`config.mk`:
```
export PLATFORM = sky130hd
export DESIGN_NAME = motor_drive_supervisor_flat
export DESIGN_NICKNAME = d
export VERILOG_FILES = /design/src/shared/supervisor_pkg.sv /design/src/shared/supervisor_if.sv /design/src/design/motor_drive_supervisor.sv /design/src/flat_wrapper.sv
export VERILOG_INCLUDE_DIRS = /design/src /design/src/shared
export SDC_FILE = /design/constraint.sdc
export NUM_CORES = 1
export LEC_CHECK = 0
export BUFFER_PORTS_ARGS = -buffer_cell sky130_fd_sc_hd__buf_2
export CELL_PAD_IN_SITES_DETAIL_PLACEMENT = 0
export CELL_PAD_IN_SITES_GLOBAL_PLACEMENT = 1
export CORE_MARGIN = 5
export CORE_UTILIZATION = 51
export DETAILED_ROUTE_END_ITERATION = 12
export GPL_TIMING_DRIVEN = 0
export MAX_ROUTING_LAYER = met4
export PLACE_DENSITY = 0.87
export SETUP_SLACK_MARGIN = 0.5
export SYNTH_ARGS = -nofsm -noshare
export SYNTH_HDL_FRONTEND = slang
export SYNTH_SLANG_ARGS = --single-unit
```
`constraint.sdc`:
```
create_clock -name pclk -period 4.3 [get_ports pclk]
set_input_delay 0.43 -clock pclk [delete_from_list [all_inputs] [get_ports pclk]]
set_output_delay 0.43 -clock pclk [all_outputs]
set_load 0.005 [all_outputs]
```
`src/shared/supervisor_defs.svh`:
```
// Offsets, field positions, key and fault codes and timing counts of the supervisor.
`ifndef SUPERVISOR_DEFS_SVH
`define SUPERVISOR_DEFS_SVH
`define CLK_MHZ 125
`define REG_STATUS 8'h10
`define REG_SPEED_LO 8'h00
`define REG_SPEED_HI 8'h01
`define REG_DEV_CTRL 8'h02
`define REG_NVM_CTRL 8'h03
`define REG_FAULT_CODE 8'h04
`define REG_DUTY 8'h05
`define REG_PARAM_FIRST 8'h20
`define REG_PARAM_LAST 8'h2B
`define ST_OT_BIT 7
`define ST_LP_BIT 6
`define ST_OC_BIT 5
`define ST_LOCK_BIT 4
`define DEV_SRC_BIT 7
`define DEV_INHIBIT_BIT 6
`define DEV_MODE_LSB 4
`define NVM_WRITE_BIT 0
`define NVM_KEY 8'hB6
`define FAULT_LOCK_CODE 8'h01
`define FAULT_OC_CODE 8'h02
`define NVM_WRITE_MS 24
`define NVM_WRITE_CYC (`NVM_WRITE_MS * 1000 * `CLK_MHZ)
`define LOCK_OFF_MS 5000
`define LOCK_OFF_CYC (`LOCK_OFF_MS * 1000 * `CLK_MHZ)
`define LP_QUAL_US 1000
`define LP_QUAL_CYC (`LP_QUAL_US * `CLK_MHZ)
`define NVM_WORDS 12
`endif

```
`src/shared/supervisor_pkg.sv`:
```
// Types used by the device end of the supervisor link.
`default_nettype none
package supervisor_pkg;
  typedef enum logic [1:0] {SRC_PWM, SRC_ANALOG, SRC_I2C, SRC_RSVD}
    speed_source_type;
  typedef enum logic {VARIANT_STANDBY, VARIANT_SLEEP} power_variant_type;
endpackage
`default_nettype wire

```
`src/shared/supervisor_if.sv`:
```
// Register link between the controller and the supervisor.
`default_nettype none
interface supervisor_if (input wire logic pclk, input wire logic presetn);
  logic req;
  logic we;
  logic [7:0] addr;
  logic [7:0] wdata;
  logic [7:0] rdata;
  logic ack;
  logic link_up;
  logic speed_pin_high;
  modport device (input req, input we, input addr, input wdata,
    input speed_pin_high, output rdata, output ack, output link_up);
  modport host (output req, output we, output addr, output wdata,
    output speed_pin_high, input rdata, input ack, input link_up);
endinterface
`default_nettype wire

```
`src/design/motor_drive_supervisor.sv`:
```
// Supervisory logic of the sensorless motor driver (device end).
// What this block does
// Undervoltage lockout with rising-threshold hysteresis
// Overcurrent tri-states drivers while present
// Overcurrent flag at status bit 5
// Locked rotor: stop, wait 5000 ms, retry
// Lock flag bit 4, cause in fault code
// Speed from pin PWM, pin analog, or register
// Peak duty from command, clamped by limiters
// Sectors 0 to 2: one phase grounded, two modulated; sector 3: none grounded, all three modulated
// Peak duty scales amplitude against supply
// Sleep stops drive, link off, volatile reset
// Standby keeps regulator, registers and link
// Inhibit blocks entry, does not wake
// Low-power flag at status bit 6
// Pin low qualifies entry, high exits
// Zero register speed enters; nonzero ends standby
// Ninety-six bits of parameter storage
// Host unlocks, writes params, key, start
// Write lasts 24 ms, start self-clears
// Host programs with motor stopped
// Host writes resistance and BEMF codes
// Over-temperature flag at status bit 7
// Storage copied to registers at wake
// Flags track conditions, ignore host writes
//
// The APB interface to the registers is this design's own decision.
`include "supervisor_defs.svh"
`default_nettype none
module motor_drive_supervisor #(
  parameter int unsigned NVM_CYC = `NVM_WRITE_CYC,
  parameter int unsigned LOCK_CYC = `LOCK_OFF_CYC,
  parameter int unsigned QUAL_CYC = `LP_QUAL_CYC,
  parameter supervisor_pkg::power_variant_type VARIANT =
    supervisor_pkg::VARIANT_STANDBY
) (
  // Register link
  supervisor_if.device bus,
  // Clock and reset
  input wire logic pclk,
  input wire logic presetn,
  // Analog comparator and sensor levels
  input wire logic supply_above_fall,
  input wire logic supply_above_rise,
  input wire logic fet_overcurrent,
  input wire logic rotor_locked,
  input wire logic over_temperature,
  input wire logic speed_analog_above_standby,
  input wire logic speed_analog_above_sleep,
  input wire logic [8:0] speed_pin_command,
  input wire logic [8:0] duty_limit,
  input wire logic [1:0] commutation_sector,
  // Drive and power outputs
  output logic [8:0] output_peak_duty,
  output logic [2:0] phase_pwm_enable,
  output logic [2:0] phase_low_enable,
  output logic regulator_enable,
  output logic drivers_hiz
);
  typedef enum logic [1:0] {RUN, LOCK_WAIT, LOW_POWER} mode_type;
  typedef struct packed {
    logic uvlo;
    mode_type mode;
    logic [31:0] timer;
    logic [31:0] qual;
    logic [8:0] speed_command_field;
    logic [7:0] device_control_reg;
    logic [7:0] nvm_control_reg;
    logic [7:0] fault_cause_code;
    logic [31:0] nvm_timer;
    logic [8:0] duty;
    logic [7:0] rdata;
    logic ack;
    logic [95:0] nvm;
    logic [95:0] params;
  } state_type;
  state_type s_reg, s_next;
  logic stop_drive, pin_low, pin_high_exit, lp_enter, lp_exit, in_lp;
  logic [8:0] cmd;
  logic [7:0] status;
  supervisor_pkg::speed_source_type src;

  function automatic logic is_param(input logic [7:0] a);
    return a >= `REG_PARAM_FIRST && a <= `REG_PARAM_LAST;
  endfunction

  always_comb begin
    src = supervisor_pkg::speed_source_type'(
      s_reg.device_control_reg[`DEV_MODE_LSB +: 2]);
    in_lp = s_reg.mode == LOW_POWER;
    status = 8'h00;
    status[`ST_OT_BIT] = over_temperature;
    status[`ST_LP_BIT] = in_lp;
    status[`ST_OC_BIT] = fet_overcurrent;
    status[`ST_LOCK_BIT] = s_reg.mode == LOCK_WAIT || rotor_locked;
    // Analog mode uses the standby comparator for entry, not the pin digital level.
    pin_low = (src == supervisor_pkg::SRC_ANALOG) ?
      !speed_analog_above_standby : !bus.speed_pin_high;
    if (src == supervisor_pkg::SRC_ANALOG) begin
      pin_high_exit = (VARIANT == supervisor_pkg::VARIANT_SLEEP) ?
        speed_analog_above_sleep : speed_analog_above_standby;
    end else begin
      pin_high_exit = bus.speed_pin_high;
    end
    if (src == supervisor_pkg::SRC_I2C) begin
      lp_enter = s_reg.speed_command_field == 9'h000;
      lp_exit = (VARIANT == supervisor_pkg::VARIANT_SLEEP) ?
        bus.speed_pin_high : s_reg.speed_command_field != 9'h000;
      cmd = s_reg.speed_command_field;
    end else begin
      lp_enter = pin_low;
      lp_exit = pin_high_exit;
      cmd = speed_pin_command;
    end
  end

  always_comb begin
    s_next = s_reg;
    s_next.ack = 1'b0;
    // Hysteresis: drop at the low threshold, release only at the high one.
    if (!supply_above_fall) s_next.uvlo = 1'b1;
    else if (supply_above_rise) s_next.uvlo = 1'b0;
    // Leaving lockout counts as power-up: reload the stored parameters.
    if (s_reg.uvlo && !s_next.uvlo) s_next.params = s_reg.nvm;
    if (fet_overcurrent) s_next.fault_cause_code = `FAULT_OC_CODE;
    unique case (s_reg.mode)
      RUN: begin
        if (rotor_locked) begin
          s_next.mode = LOCK_WAIT;
          s_next.timer = 32'h0;
          s_next.fault_cause_code = `FAULT_LOCK_CODE;
        end else if (lp_enter
            && !s_reg.device_control_reg[`DEV_INHIBIT_BIT]) begin
          s_next.qual = s_reg.qual + 32'h1;
          if (s_reg.qual >= QUAL_CYC - 1) begin
            s_next.mode = LOW_POWER;
            s_next.qual = 32'h0;
          end
        end else begin
          s_next.qual = 32'h0;
        end
      end
      LOCK_WAIT: begin
        s_next.timer = s_reg.timer + 32'h1;
        if (s_reg.timer >= LOCK_CYC - 1) s_next.mode = RUN;
      end
      LOW_POWER: begin
        // Inhibit is not consulted here, so setting it never wakes.
        if (lp_exit) begin
          s_next.qual = s_reg.qual + 32'h1;
          if (s_reg.qual >= QUAL_CYC - 1) begin
            s_next.mode = RUN;
            s_next.qual = 32'h0;
            if (VARIANT == supervisor_pkg::VARIANT_SLEEP) begin
              s_next.params = s_reg.nvm;
            end
          end
        end else begin
          s_next.qual = 32'h0;
        end
      end
      default: s_next.mode = RUN;
    endcase
    if (s_next.mode == LOW_POWER && s_reg.mode != LOW_POWER
        && VARIANT == supervisor_pkg::VARIANT_SLEEP) begin
      s_next.speed_command_field = 9'h000;
      s_next.device_control_reg = 8'h00;
      s_next.nvm_control_reg = 8'h00;
      s_next.fault_cause_code = 8'h00;
    end
    if (s_reg.nvm_control_reg[`NVM_WRITE_BIT]) begin
      s_next.nvm_timer = s_reg.nvm_timer + 32'h1;
      if (s_reg.nvm_timer >= NVM_CYC - 1) begin
        s_next.nvm = s_reg.params;
        s_next.nvm_control_reg[`NVM_WRITE_BIT] = 1'b0;
        s_next.nvm_timer = 32'h0;
      end
    end
    s_next.duty = (cmd > duty_limit) ? duty_limit : cmd;
    if (bus.req && bus.link_up && !s_reg.ack) begin
      s_next.ack = 1'b1;
      s_next.rdata = 8'h00;
      if (bus.we) begin
        unique case (bus.addr)
          `REG_SPEED_LO: s_next.speed_command_field[7:0] = bus.wdata;
          `REG_SPEED_HI: s_next.speed_command_field[8] = bus.wdata[0];
          `REG_DEV_CTRL: s_next.device_control_reg = bus.wdata;
          `REG_NVM_CTRL: begin
            // The start bit is honoured only with source and key set.
            if (s_reg.device_control_reg[`DEV_SRC_BIT]
                && s_reg.nvm_control_reg == `NVM_KEY) begin
              s_next.nvm_control_reg = bus.wdata & 8'h01;
            end else begin
              s_next.nvm_control_reg = bus.wdata & 8'hFE;
            end
          end
          default: if (is_param(bus.addr)) begin
            s_next.params[(bus.addr - `REG_PARAM_FIRST) * 8 +: 8] =
              bus.wdata;
          end
        endcase
      end else begin
        unique case (bus.addr)
          `REG_STATUS: s_next.rdata = status;
          `REG_SPEED_LO: s_next.rdata = s_reg.speed_command_field[7:0];
          `REG_SPEED_HI: s_next.rdata = {7'h00, s_reg.speed_command_field[8]};
          `REG_DEV_CTRL: s_next.rdata = s_reg.device_control_reg;
          `REG_NVM_CTRL: s_next.rdata = s_reg.nvm_control_reg;
          `REG_FAULT_CODE: s_next.rdata = s_reg.fault_cause_code;
          `REG_DUTY: s_next.rdata = s_reg.duty[8:1];
          default: if (is_param(bus.addr)) begin
            s_next.rdata =
              s_reg.params[(bus.addr - `REG_PARAM_FIRST) * 8 +: 8];
          end
        endcase
      end
    end
  end

  always_ff @(posedge pclk or negedge presetn) begin
    if (!presetn) begin
      s_reg <= '0;
      s_reg.uvlo <= 1'b1;
    end else begin
      s_reg <= s_next;
    end
  end

  // Drivers stop on any protection or low-power condition.
  assign stop_drive = s_reg.uvlo || fet_overcurrent || over_temperature
    || s_reg.mode != RUN;
  assign drivers_hiz = stop_drive;
  assign output_peak_duty = stop_drive ? 9'h000 : s_reg.duty;
  // In sectors 0 to 2 one phase clamps low while the other two modulate; sector 3 clamps none and modulates all three.
  generate
    for (genvar p = 0; p < 3; p++) begin : g_phase
      assign phase_low_enable[p] = !stop_drive
        && commutation_sector == 2'(p);
      assign phase_pwm_enable[p] = !stop_drive
        && commutation_sector != 2'(p);
    end
  endgenerate
  assign regulator_enable = !(in_lp
    && VARIANT == supervisor_pkg::VARIANT_SLEEP);
  assign bus.link_up = regulator_enable;
  assign bus.ack = s_reg.ack;
  assign bus.rdata = s_reg.rdata;
endmodule
`default_nettype wire

```
`src/flat_wrapper.sv`:
```
// flat-port wrapper written by rule: the top's interface ports become plain ports
module motor_drive_supervisor_flat 
#(
  parameter int unsigned NVM_CYC = `NVM_WRITE_CYC,
  parameter int unsigned LOCK_CYC = `LOCK_OFF_CYC,
  parameter int unsigned QUAL_CYC = `LP_QUAL_CYC,
  parameter supervisor_pkg::power_variant_type VARIANT =
    supervisor_pkg::VARIANT_STANDBY
)
  (pclk, presetn, supply_above_fall, supply_above_rise, fet_overcurrent, rotor_locked, over_temperature, speed_analog_above_standby, speed_analog_above_sleep, speed_pin_command, duty_limit, commutation_sector, output_peak_duty, phase_pwm_enable, phase_low_enable, regulator_enable, drivers_hiz, bus_req, bus_we, bus_addr, bus_wdata, bus_speed_pin_high, bus_rdata, bus_ack, bus_link_up);
  supervisor_if bus_i (.pclk(pclk), .presetn(presetn));
  input wire logic pclk;
  input wire logic presetn;
  input wire logic supply_above_fall;
  input wire logic supply_above_rise;
  input wire logic fet_overcurrent;
  input wire logic rotor_locked;
  input wire logic over_temperature;
  input wire logic speed_analog_above_standby;
  input wire logic speed_analog_above_sleep;
  input wire logic [8:0] speed_pin_command;
  input wire logic [8:0] duty_limit;
  input wire logic [1:0] commutation_sector;
  output logic [8:0] output_peak_duty;
  output logic [2:0] phase_pwm_enable;
  output logic [2:0] phase_low_enable;
  output logic regulator_enable;
  output logic drivers_hiz;
  input wire logic [$bits(bus_i.req)-1:0] bus_req;
  input wire logic [$bits(bus_i.we)-1:0] bus_we;
  input wire logic [$bits(bus_i.addr)-1:0] bus_addr;
  input wire logic [$bits(bus_i.wdata)-1:0] bus_wdata;
  input wire logic [$bits(bus_i.speed_pin_high)-1:0] bus_speed_pin_high;
  output wire logic [$bits(bus_i.rdata)-1:0] bus_rdata;
  output wire logic [$bits(bus_i.ack)-1:0] bus_ack;
  output wire logic [$bits(bus_i.link_up)-1:0] bus_link_up;
  assign bus_i.req = bus_req;
  assign bus_i.we = bus_we;
  assign bus_i.addr = bus_addr;
  assign bus_i.wdata = bus_wdata;
  assign bus_i.speed_pin_high = bus_speed_pin_high;
  assign bus_rdata = bus_i.rdata;
  assign bus_ack = bus_i.ack;
  assign bus_link_up = bus_i.link_up;
  motor_drive_supervisor #(.NVM_CYC(NVM_CYC), .LOCK_CYC(LOCK_CYC), .QUAL_CYC(QUAL_CYC), .VARIANT(VARIANT)) u_core (.bus(bus_i), .pclk(pclk), .presetn(presetn), .supply_above_fall(supply_above_fall), .supply_above_rise(supply_above_rise), .fet_overcurrent(fet_overcurrent), .rotor_locked(rotor_locked), .over_temperature(over_temperature), .speed_analog_above_standby(speed_analog_above_standby), .speed_analog_above_sleep(speed_analog_above_sleep), .speed_pin_command(speed_pin_command), .duty_limit(duty_limit), .commutation_sector(commutation_sector), .output_peak_duty(output_peak_duty), .phase_pwm_enable(phase_pwm_enable), .phase_low_enable(phase_low_enable), .regulator_enable(regulator_enable), .drivers_hiz(drivers_hiz));
endmodule
```
==> results of run 1 <==
timing repair:
| action | 4_1_cts | 5_1_grt |
|---|---|---|
| hold buffers | 1 | 0 |
| endpoints found under the setup margin | 105 | 105 |
| resized for setup | 3 | 15 |
| buffers inserted | 2 | 2 |
| pin swaps | 4 | 4 |
| hold endpoints to repair | 71 | 0 |
worst paths after layout:
path                                               start                       endpoint  slack (ps)  cells after the start
max                                          bus_addr[1]     u_core.s_reg[43]$_DFF_PN0_         690                     17
min                                    supply_above_rise    u_core.s_reg[341]$_DFF_PN1_          40                      2
max reg2reg                u_core.s_reg[262]$_DFFE_PN0P_    u_core.s_reg[208]$_DFF_PN0_         890                     10
min reg2reg                u_core.s_reg[293]$_DFFE_PN0P_  u_core.s_reg[293]$_DFFE_PN0P_         480                      1
max in group asynchronous                        presetn  u_core.s_reg[108]$_DFFE_PN0P_        2500                      4
min in group asynchronous                        presetn  u_core.s_reg[232]$_DFFE_PN0P_         440                      2
per-layer routing:
metal | GRT usage (%) | vias up | routed length (um)
met1 | 33.7 | 6493 | 20300
met5 | - | - | 0
li1 | - | 5981 | -
met2 | 36.8 | 359 | 21200
met4 | 7.91 | 0 | 1630
met3 | 3.62 | 106 | 2490
power groups by stage:
stage	logic, mW	registers [mW]	clock network [mW]
finish	0.822	3.34	3.59
global route	0.907	3.35	3.79
CTS	0.813	3.34	3.65
detailed placement	0.808	3.40	0
global placement	0.784	3.40	0
floorplan	0.513	3.37	0
cell usage in the layout, fill, tap and decap left out, types with 6 or more instances in the layout:
cell type and count:
nor3_4 6, o21a_1 6, a32oi_1 10, o21ai_0 54, xor2_1 16, clkbuf_16 40, clkbuf_1 46, a211oi_1 11
nor3_1 18, dfrtp_1 341, xnor2_1 14, mux4_2 24, o211ai_1 11, clkinv_2 11, buf_1 9, a21oi_1 35
a22o_1 11, or2_2 8, nand3_1 65, ha_1 25, buf_2 81, a31oi_1 14, nor2b_1 6, nor2_1 73
inv_1 41, nor4_1 13, nand2b_1 15, nand4_1 25, buf_4 15, a221o_1 7, and2_1 38, bufinv_16 7
mux2i_1 226, nand2_1 141, mux2_2 116, and3_1 26
cells by family (layout without fill, tap and decap cells):
logic type               count (synthesis)  in the layout  synth area share (%)
AO/OA/AOI/OAI                          204            204                  7.78
XOR/XNOR                                33             33                  1.81
adder cells (fa/ha/maj)                 26             26                  1.82
buffers and inverters                  137            278                  3.43
flip-flops                             342            342                  48.0
multiplexers                           366            366                  23.0
other                                    1              2                0.0210
AND/OR/NAND/NOR                        473            473                  14.1
worst reg2reg max path, stage by stage (launching register included):
cell,delay [ps]
dfrtp_1,430
nand2b_1,130
clkbuf_2,310
mux2i_1,350
inv_1,80
ha_1,230
nor3_4,440
inv_1,110
or3_1,370
a211oi_2,600
a211oi_1,210
metrics by stage:
stage / utilization (%) / area, sq um / std cells / setup WS (ps)
global placement: 54.2 / 18700 / 2099 / -3660
floorplan: - / 17800 / 1583 / 647
CTS: 58.7 / 20300 / 2177 / 503
global route: 58.9 / 20300 / 2179 / 497
detailed placement: 54.5 / 18800 / 2102 / -541
finish: 58.9 / 20300 / 2179 / 690
area by class of cell:
cell class	instances	area (sq um)
repair buffers	69	488
clock buffers	47	1070
well taps	455	569
flip-flops and latches	342	8560
fillers	2885	14200
inverters	42	158
multi-input cells	1104	8700
clock inverters	25	334
plain buffers	95	467
==> results.cfg, run 1 <==
[route]
routed_wl_um = 45600
drtAntennaViolNets = 0
drt-pass1-iter-count = 7
wire_per_inst_um = 20.9
routed_via_density = 5.94
drc = 0
vias = 12900
drtIter0Drc = 981

[power]
p_per_area_nw_per_um2 = 381
p_sw_mw = 2.00
clkPwrFrac_pct = 46.3
vdd.ir_drop.worst_v = 0.000321
power_mw = 7.75
leakage_nw = 10.1
switching_share_pct = 25.9
power_frac_seq_pct = 43.1
intPower_mw = 5.75
power_frac_comb_pct = 10.6

[critical_path]
crit_path_top_delay_cell = or3_1
cp_max_fo = 10
crit_family = simple AND/OR/NAND/NOR gates
cp_cell_sequence = buf_2 -> buf_2 -> buf_4 -> inv_1 -> ha_1 -> clkbuf_2 -> and3_1 -> nand3_1 -> inv_1 -> ha_1 -> nor4bb_1 -> and3_1 -> nand2_1 -> nand4b_4 -> or3_1 -> buf_6 -> mux2i_1
endpoint_kind = register
max_stage_delay_ps = 470
crit_buf_inv = 7
cp-start-kind = input port
critPathKind = input port to register
worstPathArrival_ps = 4010
cp.required_ps = 4700

[sta]
relSlewSlack_pct = 28.7
setup_tns_ps = 0
maxSlewViolCount = 0
worst_slew_pin_slew_ps = 1070
fmax_mhz = 277
holdWs_ps = 44.3
setup_violations = 0
final.period_utilization_pct = 83.9
hold_violations = 0
rsz0062_at_grt = false
finClkSkew_ps = 25.2
period_minus_slack_ps = 3610

[clocking]
root_buffer = clkbuf_16
htreeDepth = 2
clock_latency_ps = 550
clockBufferDepth = 3
clock-sinks = 342
numCtsBuffers = 39
cts_tree = yes
clk_pin_slew_worst_paths_ps = 60

[status]
outcome = completed

[synthesis]
synth_area_per_cell_sq_um = 11.3
yosysMostFrequentCell = dfrtp_1
yosysWarnings = 0
ys_top_cells_by_area = dfrtp_1 (48%), mux2i_1 (13%), mux2_2 (7.3%), mux4_2 (3.0%), nand2_1 (3.0%)
ys_top_cells_by_count = dfrtp_1 (341), mux2i_1 (226), nand2_1 (141)
ys_seq_elements = 342
netlist.area_leader.share_pct = 47.8
yosys.cell_types.count = 79
synth_cells = 1582
yosysSeqAreaShare_pct = 48.0
synth_edf_count = 0
synth_area_leader_cell = dfrtp_1
synth_area_sq_um = 17800
synth-async-reset-ratio_pct = 100
synth_ff_type = dfrtp_1

[global_routing]
grt_pass1_vias = 12900
grt_overflow = 0
grt_usage_pct = 24.1
grt_pass1_wl_um = 72600
antenna_found_initial = 0
grt_max_degree = 112

[final_layout]
largest_reg_flops = 333
drive_above_1_share_pct = 20.7
nets = 1767
area_growth_pct = 14.0
diodes = 0

[floorplan]
dieHeight_um = 197
ioPinCount = 75
rows = 68
start_util_pct = 51.6
die_width_um = 197
core_region_area_sq_um = 34500
design.die.area_sq_um = 38800

[place]
gp_congestion = 0.872
portBuffers = 61
dpl.hpwl_um = 32300

[min_path]
hold_class = input port to register

[job]
drv_cap = 0
Note: power is estimated with default switching activity, not from simulation.
==> run 2: changes to the inputs <==
Clock period 4.3 ns to 3.6 ns, I/O delays scaled along.
==> results.cfg, run 2 (synthesis gave the netlist of run 1 again) <==
[global_routing]
grt_overflow = 0
grt_pass1_wl_um = 73700
grt_pass1_vias = 13100
antenna_found_initial = 0
grt_usage_pct = 24.5
grt_max_degree = 105

[floorplan]
die_width_um = 197
ioPinCount = 75
start_util_pct = 51.6
core_region_area_sq_um = 34500
dieHeight_um = 197
design.die.area_sq_um = 38800
rows = 68

[final_layout]
drive_above_1_share_pct = 21.9
final_cells = 2190
mostFrequentLayoutCells = dfrtp_1 (341), mux2i_1 (225), nand2_1 (140)
largest_reg_flops = 333
mostFrequentLayoutCell = dfrtp_1
fin_area_sq_um = 20600
area_growth_pct = 15.5
nets = 1782

[place]
placed_area_sq_um = 19000
pre_cts_ws_ps = -410
dpl.cell_count = 2102
gp_congestion = 0.915
portBuffers = 61
dpl.hpwl_um = 32600

[clocking]
numCtsBuffers = 38
clockBufferDepth = 3
clk_pin_slew_worst_paths_ps = 60
htreeDepth = 2
clock-sinks = 342
cts_tree = yes
root_buffer = clkbuf_16
clock_latency_ps = 530

[status]
outcome = completed

[route]
routed_wl_um = 46800
drtIter0Drc = 1188
routed_via_density = 6.01
vias = 13200
drc = 0
drtAntennaViolNets = 0
drt-pass1-iter-count = 5
wire_per_inst_um = 21.3

[sta]
maxSlewViolCount = 0
finClkSkew_ps = 11.7
final.setup.worst_slack_ps = 541
holdWs_ps = 108
hold_violations = 0
period_minus_slack_ps = 3060
setup_violations = 0
rsz0062_at_grt = true
worst_slew_pin_slew_ps = 1220
final.period_utilization_pct = 85.0
fmax_mhz = 327
relSlewSlack_pct = 18.2

[critical_path]
worstPathArrival_ps = 3450
cp_max_fo = 10
r2r.worst_path.cells = 12
cp.required_ps = 4000
cp_cell_sequence = buf_2 -> buf_6 -> buf_6 -> inv_4 -> ha_4 -> clkbuf_8 -> and3_4 -> nand3_2 -> inv_1 -> ha_1 -> nor4bb_1 -> and3_1 -> nand2_1 -> nor4b_4 -> buf_4 -> nand3b_1 -> buf_2 -> mux2i_1
cp-start-kind = input port
crit_path_top_delay_cell = nor4b_4
endpoint_kind = register
r2r_end = u_core.s_reg[201]$_DFF_PN0_
max_stage_delay_ps = 370
critPathKind = input port to register
r2r_setup_slack_ps = 630
r2r-start = u_core.s_reg[262]$_DFFE_PN0P_

[power]
vdd.ir_drop.worst_v = 0.000393
p_per_area_nw_per_um2 = 435
leakage_nw = 10.1
power_mw = 8.97

[min_path]
holdPathEnd = u_core.s_reg[242]$_DFF_PN0_
hp-start = fet_overcurrent
hold_path_depth = 2
hold_class = input port to register

[job]
drv_cap = 0
run 2: report_power, final:
part	total (mW)	switching (mW)	internal, mW
Sequential	3.99	0.0731	3.92
Clock	3.95	1.55	2.40
Combinational	1.03	0.689	0.337
run 2: per-layer routing:
layer  track usage, %  part of all wire [%]  vias up
met3             3.41                   5.7       83
met1             33.6                    44     6656
met5                -                     0        -
met2             38.8                    48      399
met4             6.86                   2.6        0
li1                 -                     -     6016
run 2: area by class of cell:
cell class | instances | area, sq um
Clock inverter | 14 | 183
Sequential cell | 342 | 8560
Fill cell | 2834 | 13900
Antenna cell | 1 | 2.50
Inverter | 42 | 180
Buffer | 95 | 561
Clock buffer | 52 | 1080
Multi-Input combinational cell | 1104 | 8820
Tap cell | 455 | 569
Timing Repair Buffer | 85 | 651
run 2: per-stage QoR:
stage | TNS (ps) | util [%]
finish | 0 | 59.7
detailed placement | -12830 | 55.0
CTS | 0 | 59.4
global placement | -1452230 | 54.7
floorplan | 0 | -
global route | 0 | 59.7
run 2: timing repair:
action	CTS	global route
gates resized for setup	7	17
setup endpoints to repair	134	118
setup buffers	12	6
pin swaps	7	4
hold buffers	3	0
endpoints found under the hold margin	67	0
cloned	0	0
run 2: critical path: cells and delay by family:
family	cells	cell delay [ps]
multiplexers	1	170
AND/OR/NAND/NOR	7	1270
buffers and inverters	8	1220
adder cells (fa/ha/maj)	2	430
run 2: worst max path at each step:
stage / start / end / slack (ps) / depth (start not counted)
floorplan: bus_addr[0] / u_core.s_reg[80]$_DFF_PN0_ / 430 / 14
global placement: presetn / u_core.s_reg[288]$_DFFE_PN0P_ / -4260 / 1
detailed placement: bus_addr[5] / u_core.s_reg[81]$_DFF_PN0_ / -410 / 14
CTS: u_core.s_reg[262]$_DFFE_PN0P_ / u_core.s_reg[201]$_DFF_PN0_ / 530 / 12
global route: bus_addr[5] / u_core.s_reg[92]$_DFF_PN0_ / 410 / 16
finish: bus_addr[1] / u_core.s_reg[91]$_DFF_PN0_ / 540 / 18
